===== src/hw/bds_regs.svh =====
// constants of the debug status register: address, bit positions, reset values, timing
`ifndef BDS_REGS_SVH
`define BDS_REGS_SVH

`define BDS_STATUS_ADDR 18'h3FF01
`define BDS_EN_BIT 7
`define BDS_ACT_BIT 6
`define BDS_SDV_BIT 4
`define BDS_STEP_BIT 3
`define BDS_SECURITY_OFF_FLAG_BIT 1
`define BDS_IMPL_MASK 8'hDA
`define BDS_RST_SPECIAL 8'h40
`define BDS_RST_OTHER 8'h00
`define BDS_CAP_WAIT 2'h3

`endif


===== src/hw/bds_pkg.sv =====
// types shared by the debug status block
package bds_pkg;

  typedef enum logic [1:0]
  {
    BDS_SEC_IDLE = 2'b00,
    BDS_SEC_CHECK = 2'b01,
    BDS_SEC_LOCKED = 2'b10
  } bds_sec_t;

  typedef struct packed
  {
    logic en;
    logic act;
    logic shift_data_valid_flag;
    logic step;
    logic security_off_flag;
    logic [1:0] cap_cnt;
    logic cap_done;
    logic special;
    bds_sec_t sec;
    logic sec_off;
    logic [7:0] rdata;
    logic rvalid;
    logic refused;
  } bds_state_t;

endpackage


===== src/hw/bds_sync_if.sv =====
// carries a raw pin level into the synchroniser and the clean level back
`timescale 1ns/1ps
interface bds_sync_if;
  logic raw;
  logic synced;
  modport sync
  (
    input raw,
    output synced
  );
  modport user
  (
    output raw,
    input synced
  );
endinterface


===== src/hw/bds_status.sv =====
// debug unit status register with activation, step and security tracking
`timescale 1ns/1ps
`include "bds_regs.svh"
module bds_status
  import bds_pkg::*;
(
  // clock and reset
  input wire logic i_clk_sys,
  input wire logic i_sys_rst,
  input wire logic i_clk_en,
  // mode strap and flash security state
  input wire logic i_debug_wire_pin,
  input wire logic i_flash_secured,
  // hardware register commands from the wire decoder
  input wire logic i_cmd_rx,
  input wire logic i_hw_rd,
  input wire logic i_hw_wr,
  input wire logic [17:0] i_hw_addr,
  input wire logic [7:0] i_hw_wdata,
  output logic [7:0] o_hw_rdata,
  output logic o_hw_rvalid,
  output logic o_hw_refused,
  // command progress
  input wire logic i_data_done,
  input wire logic i_bgnd_req,
  input wire logic i_step_cmd,
  input wire logic i_resume_cmd,
  // firmware stores
  input wire logic i_fw_wr,
  input wire logic [7:0] i_fw_wdata,
  input wire logic i_secfw_wr,
  input wire logic [7:0] i_secfw_wdata,
  // status toward the rest of the chip
  output logic o_debug_enable,
  output logic o_debug_active,
  output logic o_fw_table_map,
  output logic o_sec_table_map,
  output logic o_security_off,
  output logic o_special_mode,
  output logic [7:0] o_status
);

  ////////////////////////////////////////////////////////////////////////////
  // strap synchroniser

  bds_sync_if pin_if ();

  assign pin_if.raw = i_debug_wire_pin;

  bds_sync u_sync
  (
    .i_clk_sys(i_clk_sys),
    .i_sys_rst(i_sys_rst),
    .i_clk_en(i_clk_en),
    .sif(pin_if.sync)
  );

  ////////////////////////////////////////////////////////////////////////////
  // state

  bds_state_t st_r;
  bds_state_t st_nxt;
  logic locked;
  logic hit;
  logic [7:0] view;

  // the part counts as secured until the unsecured flag is proven
  assign locked = i_flash_secured & ~st_r.security_off_flag;
  assign hit = (i_hw_addr == `BDS_STATUS_ADDR);

  // implemented bits only; unsecured shows only on a secured part
  always_comb
  begin
    view = 8'h00;
    view[`BDS_EN_BIT] = st_r.en;
    view[`BDS_ACT_BIT] = st_r.act;
    view[`BDS_SDV_BIT] = st_r.shift_data_valid_flag;
    view[`BDS_STEP_BIT] = st_r.step;
    view[`BDS_SECURITY_OFF_FLAG_BIT] = st_r.security_off_flag & i_flash_secured;
    view = view & `BDS_IMPL_MASK;
  end

  always_comb
  begin
    st_nxt = st_r;
    st_nxt.rvalid = 1'b0;
    st_nxt.refused = 1'b0;

    // strap is read only after the synchroniser has flushed its reset value
    if (!st_r.cap_done)
    begin
      st_nxt.cap_cnt = st_r.cap_cnt + 2'h1;
      if (st_r.cap_cnt == `BDS_CAP_WAIT)
      begin
        st_nxt.cap_done = 1'b1;
        st_nxt.special = ~pin_if.synced;
        st_nxt.act = ~pin_if.synced;
        st_nxt.security_off_flag = 1'b0;
        // unsecured part in special mode: enabled at once by the strap capture, without firmware
        st_nxt.en = ~pin_if.synced & ~i_flash_secured;
        if (~pin_if.synced & i_flash_secured)
        begin
          st_nxt.sec = BDS_SEC_CHECK;
        end
      end
    end
    else
    begin
      // host read and write, refused on a secured part
      if (i_hw_rd)
      begin
        st_nxt.rvalid = 1'b1;
        st_nxt.refused = locked;
        st_nxt.rdata = (hit && !locked) ? view : 8'h00;
      end
      if (i_hw_wr && hit && !locked)
      begin
        st_nxt.en = i_hw_wdata[`BDS_EN_BIT];
        st_nxt.shift_data_valid_flag = i_hw_wdata[`BDS_SDV_BIT];
        st_nxt.step = i_hw_wdata[`BDS_STEP_BIT];
        st_nxt.security_off_flag = i_hw_wdata[`BDS_SECURITY_OFF_FLAG_BIT];
      end
      else if (i_hw_wr && locked)
      begin
        st_nxt.refused = 1'b1;
      end

      // standard firmware may clear but never set the active flag
      if (i_fw_wr && st_r.act && st_r.sec != BDS_SEC_CHECK)
      begin
        st_nxt.en = i_fw_wdata[`BDS_EN_BIT];
        st_nxt.shift_data_valid_flag = i_fw_wdata[`BDS_SDV_BIT];
        st_nxt.step = i_fw_wdata[`BDS_STEP_BIT];
        if (!i_fw_wdata[`BDS_ACT_BIT])
        begin
          st_nxt.act = 1'b0;
        end
      end

      // secure firmware decides the erase check
      if (i_secfw_wr && st_r.special && st_r.sec == BDS_SEC_CHECK)
      begin
        st_nxt.en = i_secfw_wdata[`BDS_EN_BIT];
        st_nxt.security_off_flag = i_secfw_wdata[`BDS_SECURITY_OFF_FLAG_BIT];
        // erased: secure table off, standard table takes over
        st_nxt.sec = i_secfw_wdata[`BDS_SECURITY_OFF_FLAG_BIT] ? BDS_SEC_IDLE : BDS_SEC_LOCKED;
      end

      // activation only when enabled; refused requests leave no trace
      if (i_bgnd_req && st_r.en && !st_r.act)
      begin
        st_nxt.act = 1'b1;
      end

      if (i_resume_cmd)
      begin
        st_nxt.step = 1'b0;
      end
      if (i_step_cmd && st_r.act)
      begin
        st_nxt.step = 1'b1;
      end

      // clear first, so a completion in the same cycle wins
      if (i_cmd_rx || (st_r.act && !st_nxt.act))
      begin
        st_nxt.shift_data_valid_flag = 1'b0;
      end
      if (i_data_done)
      begin
        st_nxt.shift_data_valid_flag = 1'b1;
      end
    end

    // flag is meaningless when flash is configured unsecure
    st_nxt.sec_off = ~i_flash_secured | st_nxt.security_off_flag;
  end

  always_ff @(posedge i_clk_sys or posedge i_sys_rst)
  begin
    if (i_sys_rst)
    begin
      st_r <= '{en: 1'b0, act: 1'b0, shift_data_valid_flag: 1'b0, step: 1'b0, security_off_flag: 1'b0,
                cap_cnt: 2'h0, cap_done: 1'b0, special: 1'b0, sec: BDS_SEC_IDLE,
                sec_off: 1'b0, rdata: `BDS_RST_OTHER, rvalid: 1'b0, refused: 1'b0};
    end
    else if (i_clk_en)
    begin
      st_r <= st_nxt;
    end
  end

  ////////////////////////////////////////////////////////////////////////////
  // outputs

  assign o_hw_rdata = st_r.rdata;
  assign o_hw_rvalid = st_r.rvalid;
  assign o_hw_refused = st_r.refused;
  assign o_debug_enable = st_r.en;
  assign o_debug_active = st_r.act;
  // the secure table overlays the standard one while the check runs
  assign o_fw_table_map = st_r.act & (st_r.sec == BDS_SEC_IDLE);
  assign o_sec_table_map = st_r.special & (st_r.sec == BDS_SEC_CHECK);
  assign o_security_off = st_r.sec_off;
  assign o_special_mode = st_r.special;
  assign o_status = view;
endmodule


===== src/hw/bds_sync.sv =====
// two-stage synchroniser for the debug wire pin level
`timescale 1ns/1ps
module bds_sync
(
  // clock and reset
  input wire logic i_clk_sys,
  input wire logic i_sys_rst,
  input wire logic i_clk_en,
  // pin level in, clean level out
  bds_sync_if.sync sif
);
  logic [1:0] stage_r;

  // the pin idles high, so both stages reset to 1
  always_ff @(posedge i_clk_sys or posedge i_sys_rst)
  begin
    if (i_sys_rst)
    begin
      stage_r <= 2'h3;
    end
    else if (i_clk_en)
    begin
      stage_r <= {stage_r[0], sif.raw};
    end
  end

  assign sif.synced = stage_r[1];
endmodule


===== config.mk =====
export PLATFORM = sky130hd
export DESIGN_NAME = bds_status
export DESIGN_NICKNAME = d
export VERILOG_FILES = /design/src/hw/bds_pkg.sv /design/src/hw/bds_sync_if.sv /design/src/hw/bds_status.sv /design/src/hw/bds_sync.sv
export VERILOG_INCLUDE_DIRS = /design/src /design/src/hw
export SDC_FILE = /design/constraint.sdc
export NUM_CORES = 1
export LEC_CHECK = 0
export BUFFER_PORTS_ARGS = -buffer_cell sky130_fd_sc_hd__buf_2
export CAP_MARGIN = 10
export CORE_ASPECT_RATIO = 0.8
export CORE_MARGIN = 5
export CORE_UTILIZATION = 42
export CTS_BUF_LIST = sky130_fd_sc_hd__clkbuf_16
export DETAILED_ROUTE_END_ITERATION = 10
export PLACE_DENSITY = 0.88
export SYNTH_ARGS = -nofsm -noshare
export SYNTH_HDL_FRONTEND = slang
export SYNTH_SLANG_ARGS = --single-unit
export TNS_END_PERCENT = 20

===== constraint.sdc =====
create_clock -name i_clk_sys -period 2.3 [get_ports i_clk_sys]
set_input_delay 0.23 -clock i_clk_sys [delete_from_list [all_inputs] [get_ports i_clk_sys]]
set_output_delay 0.23 -clock i_clk_sys [all_outputs]
set_load 0.03 [all_outputs]

# [Yosys cells after proc, flatten, opt, wreduce, memory -nomap -nowiden]
# Index checks and enable logic that the tools add are counted.
[totals] regBits=24 out_inout_bits=24 wordCells=88
[op_classes] add_sub_neg=1 eq_ne=6 muxes=27 bitwise_logic=11 reduce_logical=29
[op_table] op="18-bit equality test (second input constant)" count=1
[op_table] op="2-bit 2-to-1 mux" count=9
[op_table] op="3-bit AND reduction" count=5
[op_table] op="1-bit 2-to-1 mux" count=14
[op_table] op="1-bit logical AND" count=12
[op_table] op="4-bit 2-to-1 mux" count=2
[op_table] op="8-bit 2-to-1 mux" count=1
[op_table] op="4-bit nonzero test" count=2
[op_table] op="1-bit bitwise AND" count=6
[op_table] op="2-bit by 1-bit inequality test with 1-bit output (second input constant)" count=2
[op_table] op="4-bit by 1-bit inequality test with 1-bit output (second input constant)" count=1
[op_table] op="1-bit NOT" count=4
[op_table] op="2-bit AND reduction" count=2
[op_table] op="4-bit AND reduction" count=1
[op_table] op="2-bit nonzero test" count=2
[op_table] op="1-bit logical NOT" count=3
[op_table] op="3-bit 2-to-1 mux" count=1
[op_table] op="2-bit by 1-bit adder with 2-bit output (second input constant)" count=1
[op_table] op="2-bit by 1-bit equality test with 1-bit output (second input constant)" count=1
[op_table] op="2-bit equality test (second input constant)" count=1
[op_table] op="2-bit logical NOT" count=1
[op_table] op="1-bit logical OR" count=1
[op_table] op="1-bit OR" count=1

# [Depth between registers and ports, before layout]
[logic_depth] depth_word=13 mapped_depth=6

# [Hierarchy]
# A second synthesis with hierarchy kept.
[unflattened] cells_unflattened=129 area_unflattened_um2=1300.0
[modules_own_cells] module="bds_status" n_inst=1 cells_per_inst=124 area_each_um2=1221.2
[modules_own_cells] module="bds_sync" n_inst=1 cells_per_inst=5 area_each_um2=78.8

# [Worst setup path before layout]
# Ideal clock, no wire load.
[synth_timing] path_type="in2reg" start="input port i_hw_addr[4]" end="register st_r (netlist bit o_status[4])" setup_time_ps=126 arrival_time_ps=1660 required_ps=2174 slack_ps=513 cell_stages=5 path_cell_list="or4b_4 > nor4_4 > nand3_2 > o31a_1 > o32a_1"
[synth_between] elab_chain_len=5
[synth_rtl] element="start: declaration" line_no="bds_status.sv:18" rtl="input wire logic [17:0] i_hw_addr,"
[synth_rtl] element="18-bit equality test (no line)"
[synth_rtl] element="1-bit logical AND (2 in series)" line_no="bds_status.sv:116" rtl="if (i_hw_wr && hit && !locked)"
[synth_rtl] element="4-bit nonzero test (no line)"
[synth_rtl] element="3-bit AND reduction (no line)"
[synth_rtl] element="end signal: assignment" line_no="bds_status.sv:183" rtl="st_r <= '{en: 1'b0, act: 1'b0, shift_data_valid_flag: 1'b0, step: 1'b0, security_off_flag: 1'b0,"
[synth_rtl] element="end signal: assignment" line_no="bds_status.sv:189" rtl="st_r <= st_nxt;"
[synth_rtl] element="end: declaration" line_no="bds_status.sv:61" rtl="bds_state_t st_r;"
# No other way between the ends.
# A chain may end at the register's enable or synchronous reset.

# [Worst setup path after layout]
[layout_timing] start="register st_r[17] (netlist bit)" end="register st_r (netlist bit o_status[4])"
[layout_between] elab_chain_len=6
[layout_rtl] element="1-bit NOT" line_no="bds_status.sv:68" rtl="assign locked = i_flash_secured & ~st_r.security_off_flag;"
[layout_rtl] element="1-bit bitwise AND" line_no="bds_status.sv:68"
[layout_rtl] element="1-bit logical NOT" line_no="bds_status.sv:116"
[layout_rtl] element="1-bit logical AND" line_no="bds_status.sv:116"
[layout_rtl] element="4-bit nonzero test (no line)"
[layout_rtl] element="3-bit AND reduction (no line)"
# No other way between the ends.

==> results.yml <==
placed_design:
  hpwlAfterDp_microns: 2447
  io_buffer_count: 59
  gp_routability_congestion: 0.8214
global_route:
  grt_max_degree: 22
  grt_antenna_before_repair: 0
  grt_pass1_vias: 1090
  grt_usage_pct: 14.90
  total_gr_overflow: 0
  grt_pass1_wl_microns: 4850
clock_network:
  cts_sinks: 21
  worst_skew_pair.late_latency_ns: 0.26
  cts.repair_timing.setup_buffer_count: 0
  clock_tree_from_tritoncts: "yes"
  inserted_clock_buffers: 3
  cts_root_buffer: "sky130_fd_sc_hd__clkbuf_16"
  cts_htree_levels: 1
  post_cts.resized_instances: 0
  clk_transition_reported_paths_ns: 0.06
  cts-root-to-sink-buffers: 2
  cts-hold-fix-buffers: 0
finish:
  areaGrowthSynthToFinish_pct: 26.36
  layout.nets: 237
  layout.area.seq_sq_um: 528.0
  final_layout_size_suffix_gt1_share_pct: 40.78
  n_antenna_cell: 0
  multiInputGateArea_sq_um: 556.8
  commonest_non_fill_non_tap_cells_in_the_layout: "sky130_fd_sc_hd__buf_2, sky130_fd_sc_hd__dfrtp_1, sky130_fd_sc_hd__nand2_1"
  final.fill_count: 259
  finish.utilization_pct: 55.75
  layout.cells.most_common: "sky130_fd_sc_hd__buf_2"
critical_path:
  r2r-start: "st_r[17]$_DFFE_PP0P_"
  cp.required_ns: 2.44
  setup.worst_path.class: "reg2reg"
  worst_setup_path_start_kind: "register"
  register_to_register_path_setup_slack_ns: 0.46
  timing.critical_path.to_type: "register"
  timing.critical_path.arrival_ns: 1.98
  path_max_fanout: 5
  crit-reg2reg-capture: "o_status[4]$_DFFE_PP0P_"
  rr_worst_depth: 5
hold_path:
  hold_path_class: "in2async"
yosys:
  synth.distinct_cells: 40
  syn-mean-instance-area_sq_um: 9.531
  postSynth.topFlopCell: "sky130_fd_sc_hd__dfrtp_1"
  synth_seq_cells: 21
  synth-warning-count: 0
  async_flop_share_pct: 100.0
  netlist_instances: 128
  synth_sequential_area_ratio_pct: 43.28
  cell_area_after_technology_mapping_sq_um: 1220
  synth_enable_flop_cells: 0
timing:
  maximum_operating_frequency_ghz: 0.5443
  worst_relative_slew_slack_pct: 47.27
  worst-slew-pin-transition_ns: 0.7901
  clock-skew-final_ns: 0.004443
  grt_setup_unrepaired: "false"
  final-max-slew-violation-count: 0
  tns_ns: 0
  finalHoldViolCount: 0
  fin_hold_ws_ns: 0.1122
  report.final.setup_viol: 0
  min_period_ns: 1.837
  final.period_utilization_pct: 79.88
detailed_routing:
  drt-vias-per-instance: 5.106
  detail_route.wirelength_microns: 2996
  detailedRoute.firstPassIterationCount: 4
  drcViolationCount: 0
  antenna_left: 0
  dr_total_vias: 1108
  dr.first_iter.drc_count: 15
  routedWlPerCell_microns: 13.81
pwr:
  totalPowerFinal_mw: 1.438
  pwr_density_cell_nw_per_um2: 932.9
  ir_drop_mv: 0.5425
  static_leakage_nw: 0.7843
floorplanning:
  fp.dieW_microns: 70.26
  placement_rows: 17
  top_level_ports: 80
  core_area_sq_um: 2765
  start_util_pct: 44.12
  full_die_area_sq_um: 4089
  floorplan.die.height_microns: 58.21
job:
  drv.max_cap_violation_count: 0
run_status:
  run_status: "finished, final reports clean"
[report_power, final]
group          leakage (nW)  total [mW]  internal [mW]  switching, mW
combinational         0.486       0.509          0.183          0.326
clock                0.0409       0.369          0.234          0.135
sequential            0.257       0.560          0.467         0.0931
[registers in the layout, summed over array words and instances (netlist names)]
| register | count |
|---|---|
| st_r | 6 |
| o_hw_rdata | 5 |
| o_status | 2 |
| u_sync.stage_r | 2 |
| o_debug_active | 1 |
| o_debug_enable | 1 |
| o_hw_refused | 1 |
| o_hw_rvalid | 1 |
| o_security_off | 1 |
| o_special_mode | 1 |
[critical path: stages, from the launching register on]
cell,delay (ns)
sky130_fd_sc_hd__dfrtp_1,0.40
sky130_fd_sc_hd__and2b_2,0.26
sky130_fd_sc_hd__nor4_4,0.33
sky130_fd_sc_hd__nand3_2,0.18
sky130_fd_sc_hd__o31a_1,0.28
sky130_fd_sc_hd__o32a_1,0.28
[kinds of logic after synthesis]
kind of cell | after synthesis | share of synthesized area (%)
multiplexers | 4 | 3.590
AND/OR/NAND/NOR | 39 | 18.36
adder cells (fa/ha/maj) | 1 | 1.025
buffers and inverters | 26 | 12.62
flip-flops | 21 | 43.28
AO/OA/AOI/OAI | 35 | 20.10
other | 1 | 0.3074
XOR/XNOR | 1 | 0.7181
[stage by stage]
step	std cells	instance area [sq um]	worst slack [ns]
after floorplan	133	1239	0.5133
after global placement	213	1461	0.3122
after detailed placement	213	1461	0.2775
after CTS	217	1541	0.4587
after global routing	217	1541	0.3421
final	217	1541	0.4627
[metal layers]
| layer | GRT usage [%] | vias up | wire length (microns) |
|---|---|---|---|
| met3 | 6.239 | 5 | 258 |
| met5 | 0 | - | 0 |
| met2 | 25.07 | 35 | 1433 |
| li1 | - | 542 | - |
| met1 | 17.53 | 526 | 1287 |
| met4 | 4.372 | 0 | 18 |
[cells in the mapped netlist (all sizes together) (3+ instances only)]
cell,instances,area (sq um)
nand3,3,20.02
nor3,3,15.01
a22o,5,43.79
nand2,11,41.29
and2,3,18.77
mux2,3,33.78
dfrtp,19,475.5
o21ai,9,45.04
nor2,7,26.28
inv,9,33.78
a21oi,6,30.03
buf,15,112.6
[cell type report]
cell class              instances  share of cell area [%]
clock buffers                   3                   4.870
flip-flops and latches         21                   34.25
well taps                      38                   3.084
clock inverters                 1                  0.3247
multi-input cells              86                   36.12
inverters                       9                   2.192
repair buffers                 59                   19.16
[worst max path at each step]
stage,start,endpoint,depth (start not counted)
final,st_r[17]$_DFFE_PP0P_,o_status[4]$_DFFE_PP0P_,5
after floorplan,i_hw_addr[4],o_status[4]$_DFFE_PP0P_,5
after global routing,st_r[17]$_DFFE_PP0P_,o_security_off$_DFFE_PP0P_,5
after detailed placement,i_hw_addr[4],o_status[4]$_DFFE_PP0P_,6
after CTS,st_r[17]$_DFFE_PP0P_,o_status[4]$_DFFE_PP0P_,5
after global placement,i_hw_addr[4],o_status[4]$_DFFE_PP0P_,6
Note: power is estimated with default switching activity, not from simulation.
